### src/design/reader_pkg.sv
package reader_pkg;

  localparam int TAG_W      = 16;
  localparam int FIFO_DEPTH = 8;
  localparam int LVL_W      = 4;

  // buffer levels: three quarters, full, one half
  localparam logic [LVL_W-1:0] LVL_WARN = 4'h6;
  localparam logic [LVL_W-1:0] LVL_FULL = 4'h8;
  localparam logic [LVL_W-1:0] LVL_HALF = 4'h4;

  // commands, written as BCD digits
  localparam logic [15:0] CMD_TO_DATA  = 16'h0000;
  localparam logic [15:0] CMD_TO_CMD   = 16'h0001;
  localparam logic [15:0] CMD_TO_DL    = 16'h0005;
  localparam logic [15:0] CMD_POLL     = 16'h0006;
  localparam logic [15:0] CMD_CHECK    = 16'h8110;
  localparam logic [11:0] CMD_BAUD_PFX = 12'h100;
  localparam logic [11:0] CMD_STOP_PFX = 12'h101;
  localparam logic [15:0] CMD_DL_LOAD  = 16'h0090;
  localparam logic [15:0] CMD_DL_SUM   = 16'h0091;
  localparam logic [15:0] CMD_DL_ERASE = 16'h0096;
  localparam logic [15:0] CMD_DL_TEST  = 16'h0097;
  localparam logic [15:0] CMD_DL_EXIT  = 16'h0099;

  // rate index: 0=110 1=300 2=1200 3=2400 4=4800 5=9600 6=19200
  localparam logic [2:0] BAUD_DEFAULT = 3'h5;
  localparam logic [2:0] BAUD_MAX     = 3'h6;
  localparam logic [2:0] DL_BAUD      = 3'h5;
  localparam logic [3:0] STOP_MAX     = 4'h1;
  localparam logic       STOP_DEFAULT = 1'h0;
  localparam logic       DL_STOP_TWO  = 1'h0;

  localparam logic [3:0] ERR_FULL   = 4'h2;
  localparam logic [3:0] ERR_UNFULL = 4'h3;
  localparam logic [3:0] ERR_WARN   = 4'h4;
  localparam logic [3:0] ERR_HALF   = 4'h5;

  typedef enum logic [1:0] {
    MODE_DATA = 2'h0,
    MODE_CMD  = 2'h1,
    MODE_DL   = 2'h3
  } mode_type;

  typedef enum logic [1:0] {
    OUT_DONE   = 2'h0,
    OUT_ERROR  = 2'h1,
    OUT_ERRNUM = 2'h2,
    OUT_TAG    = 2'h3
  } outKind_type;

endpackage : reader_pkg

### src/design/reader_mode_command_handler.sv
// What this block does
// - after reset the block starts in data mode, forwarding tags unasked
// - data mode acts only on 01, 05 and 8110; others ignored
// - command 01 enters command mode; tags are stored, not forwarded
// - command 00 returns to data mode and answers done
// - every command in command mode gets exactly one answer
// - new baud rate takes effect right after its done is sent
// - command mode reports error 04 when buffer reaches three quarters
// - full buffer drops further tags; reports error 02 only in command mode
// - unasked tag sending resumes only in data mode, draining buffer
// - while draining, error 03 once buffer is no longer full
// - while draining, error 05 once buffer falls to one half
// - download mode carries out only 90, 91, 96, 97, 99, others answered error; tags held
// - download forces 9600 baud, one stop bit, no echo
// - exit download restarts: settings back to defaults, data mode
// - switch to download is refused with error in data mode
// - poll sends oldest buffered tag when protocol and buffering enabled
// - poll answers done when empty, error when not enabled
// - baud command last digit picks rate index 0 to 6
// - baud request below the timeout-allowed rate is refused
// - stop bit command digit 0 gives one, 1 gives two
`timescale 1ns/1ns
module reader_mode_command_handler (
  input  wire logic                    clk,
  input  wire logic                    rst_n,
  input  wire logic                    cmdValid,
  input  wire logic                    cmdLong,
  input  wire logic [15:0]             cmdCode,
  output      logic                    cmdBusy,
  input  wire logic                    tagValid,
  input  wire logic [reader_pkg::TAG_W-1:0] tagId,
  output      logic                    tagReady,
  input  wire logic                    ecpEnable,
  input  wire logic                    bufCtrlEnable,
  input  wire logic [2:0]              ecpMinBaud,
  input  wire logic                    outReady,
  output      logic                    outValid,
  output      reader_pkg::outKind_type outKind,
  output      logic [3:0]              outErrNum,
  output      logic [reader_pkg::TAG_W-1:0] outData,
  output      reader_pkg::mode_type    mode,
  output      logic [2:0]              lineBaud,
  output      logic                    lineStopTwo,
  output      logic                    echoEnable,
  output      logic                    checkTagReq,
  output      logic                    dlOpValid,
  output      logic [7:0]              dlOp,
  output      logic                    restartReq
);
  import reader_pkg::*;

  function automatic logic isCmd(input logic l, input logic [15:0] c,
                                 input logic [15:0] r);
    return !l && c == r;
  endfunction : isCmd

  mode_type         mode_q;
  logic             ansPend_q;
  outKind_type      ansKind_q;
  logic [TAG_W-1:0] ansData_q;
  logic             ansBaud_q;
  logic             outValid_q;
  outKind_type      outKind_q;
  logic [3:0]       outErrNum_q;
  logic [TAG_W-1:0] outData_q;
  logic             outBaud_q;
  logic [2:0]       baudSel_q;
  logic [2:0]       baudNew_q;
  logic             stopTwo_q;
  logic [2:0]       lineBaud_q;
  logic             lineStopTwo_q;
  logic             echoEnable_q;
  logic             tagReady_q;
  logic             checkTagReq_q;
  logic             dlOpValid_q;
  logic [7:0]       dlOp_q;
  logic             restartReq_q;
  logic [LVL_W-1:0] lvlPrev_q;
  logic             pendWarn_q;
  logic             pendFull_q;
  logic             pendUnfull_q;
  logic             pendHalf_q;
  logic             seenClk_q;

  logic             fifoInReady;
  logic             fifoOutValid;
  logic [TAG_W-1:0] fifoOutData;
  logic [LVL_W-1:0] level;
  logic             push;
  logic             pop;
  logic             slotFree;
  logic             anyPend;
  logic             drainPop;
  logic             sendBaud;

  logic             accept;
  outKind_type      ansKindD;
  logic             goCmd;
  logic             goData;
  logic             goDl;
  logic             exitDl;
  logic             setBaud;
  logic             setStop;
  logic             pollPop;
  logic             chkTag;
  logic             dlGo;
  logic [3:0]       digit;

  logic             setWarn;
  logic             setFull;
  logic             setUnfull;
  logic             setHalf;
  logic             clrWarn;
  logic             clrFull;
  logic             clrUnfull;
  logic             clrHalf;

  tag_fifo #(
    .WIDTH (TAG_W),
    .DEPTH (FIFO_DEPTH),
    .LW    (LVL_W)
  ) u_fifo (
    .clk      (clk),
    .rst_n    (rst_n),
    .inValid  (push),
    .inReady  (fifoInReady),
    .inData   (tagId),
    .outValid (fifoOutValid),
    .outReady (pop),
    .outData  (fifoOutData),
    .level    (level)
  );

  // a full buffer takes the tag off the source and drops it
  assign push     = tagValid && tagReady_q && fifoInReady;
  assign slotFree = !outValid_q || outReady;
  assign anyPend  = pendWarn_q || pendFull_q || pendUnfull_q || pendHalf_q;
  assign drainPop = slotFree && !ansPend_q && !anyPend
                    && mode_q == MODE_DATA && fifoOutValid;
  assign pop      = drainPop || pollPop;
  assign sendBaud = outValid_q && outReady && outBaud_q;
  assign digit    = cmdCode[3:0];

  // command decode; a busy answer slot drops the command, host resends
  always_comb begin
    accept   = 1'h0;
    ansKindD = OUT_ERROR;
    goCmd    = 1'h0;
    goData   = 1'h0;
    goDl     = 1'h0;
    exitDl   = 1'h0;
    setBaud  = 1'h0;
    setStop  = 1'h0;
    pollPop  = 1'h0;
    chkTag   = 1'h0;
    dlGo     = 1'h0;
    if (cmdValid && !ansPend_q) begin
      unique case (mode_q)
        MODE_DATA: begin
          if (isCmd(cmdLong, cmdCode, CMD_TO_CMD)) begin
            accept   = 1'h1;
            ansKindD = OUT_DONE;
            goCmd    = 1'h1;
          end else if (isCmd(cmdLong, cmdCode, CMD_TO_DL)) begin
            accept = 1'h1;
          end else if (cmdLong && cmdCode == CMD_CHECK) begin
            accept   = 1'h1;
            ansKindD = OUT_DONE;
            chkTag   = 1'h1;
          end
        end
        MODE_CMD: begin
          accept = 1'h1;
          if (isCmd(cmdLong, cmdCode, CMD_TO_DATA)) begin
            ansKindD = OUT_DONE;
            goData   = 1'h1;
          end else if (isCmd(cmdLong, cmdCode, CMD_TO_CMD)) begin
            ansKindD = OUT_DONE;
          end else if (isCmd(cmdLong, cmdCode, CMD_TO_DL)) begin
            ansKindD = OUT_DONE;
            goDl     = 1'h1;
          end else if (isCmd(cmdLong, cmdCode, CMD_POLL)) begin
            if (ecpEnable && bufCtrlEnable) begin
              ansKindD = fifoOutValid ? OUT_TAG : OUT_DONE;
              pollPop  = fifoOutValid;
            end
          end else if (cmdLong && cmdCode[15:4] == CMD_BAUD_PFX) begin
            if (digit <= {1'h0, BAUD_MAX} && digit[2:0] >= ecpMinBaud) begin
              ansKindD = OUT_DONE;
              setBaud  = 1'h1;
            end
          end else if (cmdLong && cmdCode[15:4] == CMD_STOP_PFX) begin
            if (digit <= STOP_MAX) begin
              ansKindD = OUT_DONE;
              setStop  = 1'h1;
            end
          end
          // anything else keeps the default error answer
        end
        MODE_DL: begin
          if (isCmd(cmdLong, cmdCode, CMD_DL_LOAD)
              || isCmd(cmdLong, cmdCode, CMD_DL_SUM)
              || isCmd(cmdLong, cmdCode, CMD_DL_ERASE)
              || isCmd(cmdLong, cmdCode, CMD_DL_TEST)
              || isCmd(cmdLong, cmdCode, CMD_DL_EXIT)) begin
            accept   = 1'h1;
            ansKindD = OUT_DONE;
            dlGo     = 1'h1;
            exitDl   = isCmd(cmdLong, cmdCode, CMD_DL_EXIT);
          end else begin
            accept = 1'h1;
          end
        end
        default: ;
      endcase
    end
  end

  always_ff @(posedge clk or negedge rst_n) begin
    if (!rst_n) begin
      mode_q <= MODE_DATA;
    end else if (goCmd) begin
      mode_q <= MODE_CMD;
    end else if (goData || exitDl) begin
      mode_q <= MODE_DATA;
    end else if (goDl) begin
      mode_q <= MODE_DL;
    end
  end

  // answer slot, one per accepted command
  always_ff @(posedge clk or negedge rst_n) begin
    if (!rst_n) begin
      ansPend_q <= 1'h0;
      ansKind_q <= OUT_DONE;
      ansData_q <= '0;
      ansBaud_q <= 1'h0;
    end else if (accept) begin
      ansPend_q <= 1'h1;
      ansKind_q <= ansKindD;
      ansData_q <= fifoOutData;
      ansBaud_q <= setBaud;
    end else if (slotFree) begin
      ansPend_q <= 1'h0;
    end
  end

  // output channel: answer, then error notices, then drained tags
  always_ff @(posedge clk or negedge rst_n) begin
    if (!rst_n) begin
      outValid_q  <= 1'h0;
      outKind_q   <= OUT_DONE;
      outErrNum_q <= '0;
      outData_q   <= '0;
      outBaud_q   <= 1'h0;
    end else if (slotFree) begin
      outValid_q <= ansPend_q || anyPend || drainPop;
      outBaud_q  <= ansPend_q && ansBaud_q;
      if (ansPend_q) begin
        outKind_q <= ansKind_q;
        outData_q <= ansData_q;
      end else if (anyPend) begin
        outKind_q <= OUT_ERRNUM;
        outErrNum_q <= pendWarn_q   ? ERR_WARN :
                       pendFull_q   ? ERR_FULL :
                       pendUnfull_q ? ERR_UNFULL : ERR_HALF;
      end else begin
        outKind_q <= OUT_TAG;
        outData_q <= fifoOutData;
      end
    end
  end

  // level edges; a new event wins over the clear of its notice
  assign setWarn   = mode_q == MODE_CMD && level >= LVL_WARN
                     && lvlPrev_q < LVL_WARN;
  assign setFull   = mode_q == MODE_CMD && level == LVL_FULL
                     && lvlPrev_q != LVL_FULL;
  assign setUnfull = mode_q == MODE_DATA && lvlPrev_q == LVL_FULL
                     && level < LVL_FULL;
  assign setHalf   = mode_q == MODE_DATA && lvlPrev_q > LVL_HALF
                     && level == LVL_HALF;
  assign clrWarn   = slotFree && !ansPend_q && pendWarn_q;
  assign clrFull   = slotFree && !ansPend_q && !pendWarn_q && pendFull_q;
  assign clrUnfull = slotFree && !ansPend_q && !pendWarn_q && !pendFull_q
                     && pendUnfull_q;
  assign clrHalf   = slotFree && !ansPend_q && !pendWarn_q && !pendFull_q
                     && !pendUnfull_q && pendHalf_q;

  always_ff @(posedge clk or negedge rst_n) begin
    if (!rst_n) begin
      lvlPrev_q    <= '0;
      pendWarn_q   <= 1'h0;
      pendFull_q   <= 1'h0;
      pendUnfull_q <= 1'h0;
      pendHalf_q   <= 1'h0;
    end else begin
      lvlPrev_q    <= level;
      pendWarn_q   <= setWarn || (pendWarn_q && !clrWarn);
      pendFull_q   <= setFull || (pendFull_q && !clrFull);
      pendUnfull_q <= setUnfull || (pendUnfull_q && !clrUnfull);
      pendHalf_q   <= setHalf || (pendHalf_q && !clrHalf);
    end
  end

  // line settings; a new rate waits for its done to leave
  always_ff @(posedge clk or negedge rst_n) begin
    if (!rst_n) begin
      baudSel_q <= BAUD_DEFAULT;
      baudNew_q <= BAUD_DEFAULT;
      stopTwo_q <= STOP_DEFAULT;
    end else if (exitDl) begin
      baudSel_q <= BAUD_DEFAULT;
      baudNew_q <= BAUD_DEFAULT;
      stopTwo_q <= STOP_DEFAULT;
    end else begin
      if (setBaud) begin
        baudNew_q <= digit[2:0];
      end
      if (sendBaud) begin
        baudSel_q <= baudNew_q;
      end
      if (setStop) begin
        stopTwo_q <= digit[0];
      end
    end
  end

  always_ff @(posedge clk or negedge rst_n) begin
    if (!rst_n) begin
      lineBaud_q    <= BAUD_DEFAULT;
      lineStopTwo_q <= STOP_DEFAULT;
      echoEnable_q  <= 1'h1;
      tagReady_q    <= 1'h1;
    end else begin
      lineBaud_q    <= mode_q == MODE_DL ? DL_BAUD : baudSel_q;
      lineStopTwo_q <= mode_q == MODE_DL ? DL_STOP_TWO : stopTwo_q;
      echoEnable_q  <= mode_q != MODE_DL;
      tagReady_q    <= mode_q != MODE_DL && !goDl;
    end
  end

  always_ff @(posedge clk or negedge rst_n) begin
    if (!rst_n) begin
      checkTagReq_q <= 1'h0;
      dlOpValid_q   <= 1'h0;
      dlOp_q        <= '0;
      restartReq_q  <= 1'h0;
      seenClk_q     <= 1'h0;
    end else begin
      checkTagReq_q <= chkTag;
      dlOpValid_q   <= dlGo;
      restartReq_q  <= exitDl;
      seenClk_q     <= 1'h1;
      if (dlGo) begin
        dlOp_q <= cmdCode[7:0];
      end
    end
  end

  assign cmdBusy     = ansPend_q;
  assign tagReady    = tagReady_q;
  assign outValid    = outValid_q;
  assign outKind     = outKind_q;
  assign outErrNum   = outErrNum_q;
  assign outData     = outData_q;
  assign mode        = mode_q;
  assign lineBaud    = lineBaud_q;
  assign lineStopTwo = lineStopTwo_q;
  assign echoEnable  = echoEnable_q;
  assign checkTagReq = checkTagReq_q;
  assign dlOpValid   = dlOpValid_q;
  assign dlOp        = dlOp_q;
  assign restartReq  = restartReq_q;

  property p_startData;
    @(posedge clk) disable iff (!rst_n) !seenClk_q |-> mode_q == MODE_DATA;
  endproperty
  a_startData: assert property (p_startData)
    else $error("not in data mode after reset");

  property p_dataIgnore;
    @(posedge clk) disable iff (!rst_n)
      mode_q == MODE_DATA && cmdValid && !ansPend_q && !cmdLong
      && cmdCode != CMD_TO_CMD && cmdCode != CMD_TO_DL |=> !ansPend_q;
  endproperty
  a_dataIgnore: assert property (p_dataIgnore)
    else $error("data mode answered an ignored command");

  property p_noDrainOutsideData;
    @(posedge clk) disable iff (!rst_n)
      mode_q == MODE_CMD && !pollPop |=> level >= $past(level);
  endproperty
  a_noDrainOutsideData: assert property (p_noDrainOutsideData)
    else $error("tag forwarded outside data mode");

  property p_toData;
    @(posedge clk) disable iff (!rst_n)
      mode_q == MODE_CMD && cmdValid && !ansPend_q
      && isCmd(cmdLong, cmdCode, CMD_TO_DATA)
      |=> mode_q == MODE_DATA && ansPend_q && ansKind_q == OUT_DONE;
  endproperty
  a_toData: assert property (p_toData)
    else $error("command 00 did not return to data mode with done");

  property p_oneAnswer;
    @(posedge clk) disable iff (!rst_n)
      mode_q == MODE_CMD && cmdValid && !ansPend_q |=> ansPend_q ##[1:300] outValid_q;
  endproperty
  a_oneAnswer: assert property (p_oneAnswer)
    else $error("command in command mode got no answer");

  property p_baudAfterDone;
    @(posedge clk) disable iff (!rst_n)
      sendBaud && !exitDl |=> baudSel_q == $past(baudNew_q);
  endproperty
  a_baudAfterDone: assert property (p_baudAfterDone)
    else $error("baud rate not switched after done");

  property p_warn;
    @(posedge clk) disable iff (!rst_n)
      setWarn |-> ##[1:300] (outValid_q && outKind_q == OUT_ERRNUM
                             && outErrNum_q == ERR_WARN);
  endproperty
  a_warn: assert property (p_warn)
    else $error("three quarter notice lost");

  property p_fullDrops;
    @(posedge clk) disable iff (!rst_n)
      level == LVL_FULL && !pop |=> level == LVL_FULL;
  endproperty
  a_fullDrops: assert property (p_fullDrops)
    else $error("tag stored into a full buffer");

  property p_dlFixed;
    @(posedge clk) disable iff (!rst_n)
      mode_q == MODE_DL ##1 mode_q == MODE_DL
      |-> lineBaud_q == DL_BAUD && !echoEnable_q;
  endproperty
  a_dlFixed: assert property (p_dlFixed)
    else $error("download line settings not fixed");

  property p_dlRefused;
    @(posedge clk) disable iff (!rst_n)
      mode_q == MODE_DATA && cmdValid && !ansPend_q
      && isCmd(cmdLong, cmdCode, CMD_TO_DL)
      |=> mode_q == MODE_DATA && ansKind_q == OUT_ERROR;
  endproperty
  a_dlRefused: assert property (p_dlRefused)
    else $error("download entered from data mode");

endmodule : reader_mode_command_handler

### src/design/tag_fifo.sv
`timescale 1ns/1ns
module tag_fifo #(
  parameter int WIDTH = 16,
  parameter int DEPTH = 8,
  parameter int LW    = 4
) (
  input  wire logic             clk,
  input  wire logic             rst_n,
  input  wire logic             inValid,
  output      logic             inReady,
  input  wire logic [WIDTH-1:0] inData,
  output      logic             outValid,
  input  wire logic             outReady,
  output      logic [WIDTH-1:0] outData,
  output      logic [LW-1:0]    level
);
  localparam int PW = $clog2(DEPTH);

  logic [WIDTH-1:0] mem_q [DEPTH];
  logic [PW-1:0]    wrPtr_q;
  logic [PW-1:0]    rdPtr_q;
  logic [LW-1:0]    count_q;
  logic             push;
  logic             pop;

  assign inReady  = count_q != LW'(DEPTH);
  assign outValid = count_q != '0;
  assign outData  = mem_q[rdPtr_q];
  assign level    = count_q;
  assign push     = inValid && inReady;
  assign pop      = outValid && outReady;

  always_ff @(posedge clk) begin
    if (push) begin
      mem_q[wrPtr_q] <= inData;
    end
  end

  always_ff @(posedge clk or negedge rst_n) begin
    if (!rst_n) begin
      wrPtr_q <= '0;
      rdPtr_q <= '0;
      count_q <= '0;
    end else begin
      if (push) begin
        wrPtr_q <= wrPtr_q + PW'(1);
      end
      if (pop) begin
        rdPtr_q <= rdPtr_q + PW'(1);
      end
      if (push && !pop) begin
        count_q <= count_q + LW'(1);
      end else if (pop && !push) begin
        count_q <= count_q - LW'(1);
      end
    end
  end

endmodule : tag_fifo

### config.mk
export PLATFORM = sky130hd
export DESIGN_NAME = reader_mode_command_handler
export DESIGN_NICKNAME = d
export VERILOG_FILES = /design/src/design/reader_pkg.sv /design/src/design/reader_mode_command_handler.sv /design/src/design/tag_fifo.sv
export SDC_FILE = /design/constraint.sdc
export NUM_CORES = 1
export LEC_CHECK = 0
export BUFFER_PORTS_ARGS = -buffer_cell sky130_fd_sc_hd__buf_4
export CAP_MARGIN = 20
export CORE_MARGIN = 5
export CORE_UTILIZATION = 40
export CTS_CLUSTER_SIZE = 10
export DETAILED_ROUTE_END_ITERATION = 10
export GPL_TIMING_DRIVEN = 0
export PLACE_DENSITY_LB_ADDON = 0.08
export SYNTH_ARGS = -nofsm -noshare
export SYNTH_HDL_FRONTEND = slang
export SYNTH_SLANG_ARGS = --single-unit
### constraint.sdc
create_clock -name clk -period 4.25 [get_ports clk]
set_input_delay 0.2125 -clock clk [delete_from_list [all_inputs] [get_ports clk]]
set_output_delay 0.2125 -clock clk [all_outputs]
set_load 0.05 [all_outputs]
==> summary.txt <==
Status - completed
DRT Pass-1 Iters - 4
Synth Area in Simple Gates - 0.0817
Post-synthesis compound-gate area fraction - 0.0399
Htree depth - 1
RSZ-0062 raised after global routing - no
First-pass GRT wire length - 30100 µm
DR vias - 5029
Initial DRC count - 305
Ys flop type - edfxtp_1
Worst Reg2Reg Path Length in Cells - 13
Slew HR - 0.459
Via-per-instance ratio - 5.07
Slew @ Worst Pin - 0.807 ns
Layout cell share with drive strength beyond 1 - 0.336
Overall power - 0.00706 W
CP Class - flop to flop
Full die area - 25500 µm²
I/O pin count - 86
Nets - 744
Sequential share of the synthesized area - 0.673
Static Leak - 4.36 nW
# diodes - 0
Routability congestion estimate - 0.803
Die X - 160 µm
Max cap viols - 0
Critical Path, Cell by Cell - nor2b_1, nand2_1, nand4bb_1, a21oi_2, inv_1, ha_1, inv_1, ha_1, a21o_1, a21oi_1, xnor2_1, nor2_1, xor2_1
Min Tclk post-route - 3.17 ns
Clock Tree Buf Depth - 3
Yosys reg bits - 215
Adder-cell area share of the yosys netlist - 0.0134
Syn Inst Count - 551
Die height - 160 µm
Postcts setup bufs - 0
CTS Root Cell - clkbuf_16
P per Cell Area - 636 nW/µm²
Synthesis Warnings - 0
Period Utilization, post-route - 0.746
Core box area - 22000 µm²
Post-route DRC - 0
Worst Skew - 0.0234 ns
Crit start category - flop
Synth Area in XOR/XNOR - 0.00782
Critical Path AT - 3.57 ns
Crit path from - mode[1]
Post-DP HPWL - 13300 µm
Synthesized net count - 603
Post-synthesis async set-or-reset flop share - 0.405
Grt total ovfl - 0
Routed wire per std cell - 19.0 µm
Layout area overhead - 23.8%
Crit. End Element - flop
Post-synthesis cell area - 8960 µm²
EDFF count, synth - 128
Cell taking the most area after synthesis - edfxtp_1
Post-route setup TNS - 0 ns
Top cell type's share of synthesized area - 0.429
Clk slew on worst S/H paths - 0.05 ns
CTS buffer count - 26
Slowest CP cell - dfrtp_1
Initial antenna violation count - 0
Slack of the worst reg-to-reg path - 1.08 ns
Fin. max-slew vios - 0
Initial core utilization - 0.408
Crit path required time - 4.65 ns
Final hold viol count - 0
Worst Hold Class - input pin to flop
Synth top area cells - edfxtp_1 (43%), dfrtp_1 (22%), mux4_2 (8.0%)
Worst-Skew Late Latency - 0.52 ns
Cell variety after synth - 64
Peak supply drop - 0.344 mV
Largest family of logic cells by synthesized area - multiplexers
Setup Viol. Count Final - 0
Std cell rows - 54
Multiplexer share of the synthesized area - 0.162
Worst-path maximum fanout - 5
Highest clock rate - 0.315 GHz
Port Buffers - 83
Worst r2r src - mode[1]
Number of global-route vias before repair - 5255
Worst r2r dst - u_fifo.level[3]
Syn Area/Cell - 16.3 µm²
Pin count of the biggest net entering global routing - 88
CP Capture Point - u_fifo.level[3]
Clk sink count - 215
CP peak stage delay - 0.44 ns
TritonCTS clock tree - done
Final WL - 18900 µm
Remaining antenna violation count - 0
All-Layer GR Usage - 0.148
-- worst min-delay path by stage --
stage | slack [ns] | endpoint | cells after the start | startpoint
after floorplan | -0.08 | ansBaud_q | 0 | rst_n
after global placement | 0.44 | u_fifo.mem_q[1][13] | 1 | tagId[13]
after detailed placement | 0.45 | u_fifo.mem_q[7][7] | 1 | tagId[7]
after CTS | 0.0006 | outBaud_q | 4 | outReady
after global routing | 0.01 | outBaud_q | 4 | outReady
final | 0.02 | outBaud_q | 4 | outReady
-- placed cells by master (no fill, tap or decap), types with 5 or more instances in the layout --
cell type,n
a21o_1,5
a21oi_1,9
buf_2,5
buf_4,84
buf_6,6
buf_8,6
clkbuf_1,27
clkbuf_16,26
clkbuf_8,6
dfrtp_1,79
dfstp_2,8
dlygate4sd3_1,20
edfxtp_1,128
ha_1,8
inv_1,10
mux2_2,23
mux2_4,16
mux2i_1,23
mux4_2,32
nand2_1,37
nand2b_1,11
nand3_1,9
nor2_1,24
nor2_2,7
nor4_1,5
o21ai_0,22
xnor2_1,5
-- synth_stat cells (2+ instances only) --
master / n
inv_1: 10
xor2_1: 3
and4b_1: 3
buf_6: 4
buf_1: 2
mux2_2: 23
nor4_1: 5
and2_1: 3
buf_2: 4
a21o_1: 5
o21ai_0: 22
dfrtp_1: 79
xnor2_1: 5
o22a_1: 2
or4_1: 2
o31ai_1: 3
nand3b_1: 2
o21a_1: 2
or2_2: 2
mux4_2: 32
dfstp_2: 8
clkbuf_1: 11
a21oi_1: 9
a31oi_1: 2
nand3_1: 9
mux2i_1: 23
nor2_1: 30
nand4_1: 3
nand2b_1: 11
nor2b_1: 4
a211oi_1: 2
mux2_4: 16
ha_1: 8
nand2_1: 37
nor3_2: 2
edfxtp_1: 128
a21oi_2: 2
nor3_1: 6
clkbuf_8: 2
-- sequential cells by signal, summed over array words and instances, names as in the netlist, 4 cells and up --
signal / count
lvlPrev_q: 4
outData: 16
ansData_q: 16
dlOp: 8
u_fifo.level: 4
u_fifo.mem_q: 128
-- through the flow --
stage / cells / setup slack [ns] / area (µm²) / hold slack (ns) / utilization
after global placement: 914 / 0.282 / 9930 / 0.441 / 0.452
after detailed placement: 923 / 1.02 / 10100 / 0.450 / 0.459
final: 992 / 1.08 / 11100 / 0.0224 / 0.505
after global routing: 992 / 0.830 / 11100 / 0.0147 / 0.505
after floorplan: 551 / 1.33 / 8960 / -0.0831 / -
after CTS: 991 / 1.07 / 11100 / 0.000635 / 0.504
-- where the power goes --
part	internal [W]	leakage (nW)	switching (W)
sequential	0.00259	2.26	0.000186
clock	0.00121	0.379	0.000801
combinational	0.000937	1.72	0.00133
total	0.00474	4.36	0.00232
-- critical path, delay by kind of cell (launching register included) --
kind                     cells  cell delay (ns)
buffers and inverters        2             0.21
adder cells (fa/ha/maj)      2             0.49
AO/OA/AOI/OAI                3             0.73
AND/OR/NAND/NOR              4             0.94
flip-flops                   1             0.44
XOR/XNOR                     2             0.28
-- area by class of cell --
| cell class | instances | area [µm²] |
|---|---|---|
| fillers | 1841 | 10900 |
| flip-flops and latches | 215 | 6030 |
| multi-input cells | 301 | 2760 |
| repair buffers | 113 | 968 |
| clock buffers | 46 | 766 |
| well taps | 280 | 350 |
| plain buffers | 24 | 149 |
| inverters | 11 | 46.3 |
| clock inverters | 2 | 21.3 |
-- metal layers --
metal | GRT usage | wire length [µm] | share of wire | up-vias
met5 | 0 | 0 | 0 | -
met4 | 0.0351 | 350 | 0.019 | 0
met3 | 0.0273 | 712 | 0.038 | 28
met2 | 0.233 | 8860 | 0.47 | 95
met1 | 0.215 | 8960 | 0.47 | 2534
li1 | - | - | - | 2372
-- cell families (layout without fill, tap and decap cells) --
family | Yosys count | in the layout
DFF | 215 | 215
and+or+nand+nor | 132 | 132
muxes | 94 | 94
AOI/OAI and AO/OA | 57 | 57
buffers and inverters | 35 | 196
adders and majority gates | 9 | 9
xor gates and xnor gates | 8 | 8
other | 1 | 1
-- what timing repair did --
action	4_1_cts	5_1_grt
hold buffers	20	0
endpoints found under the hold margin	211	0
gates resized for setup	0	0
No activity file was read; power rests on OpenSTA's default activity.
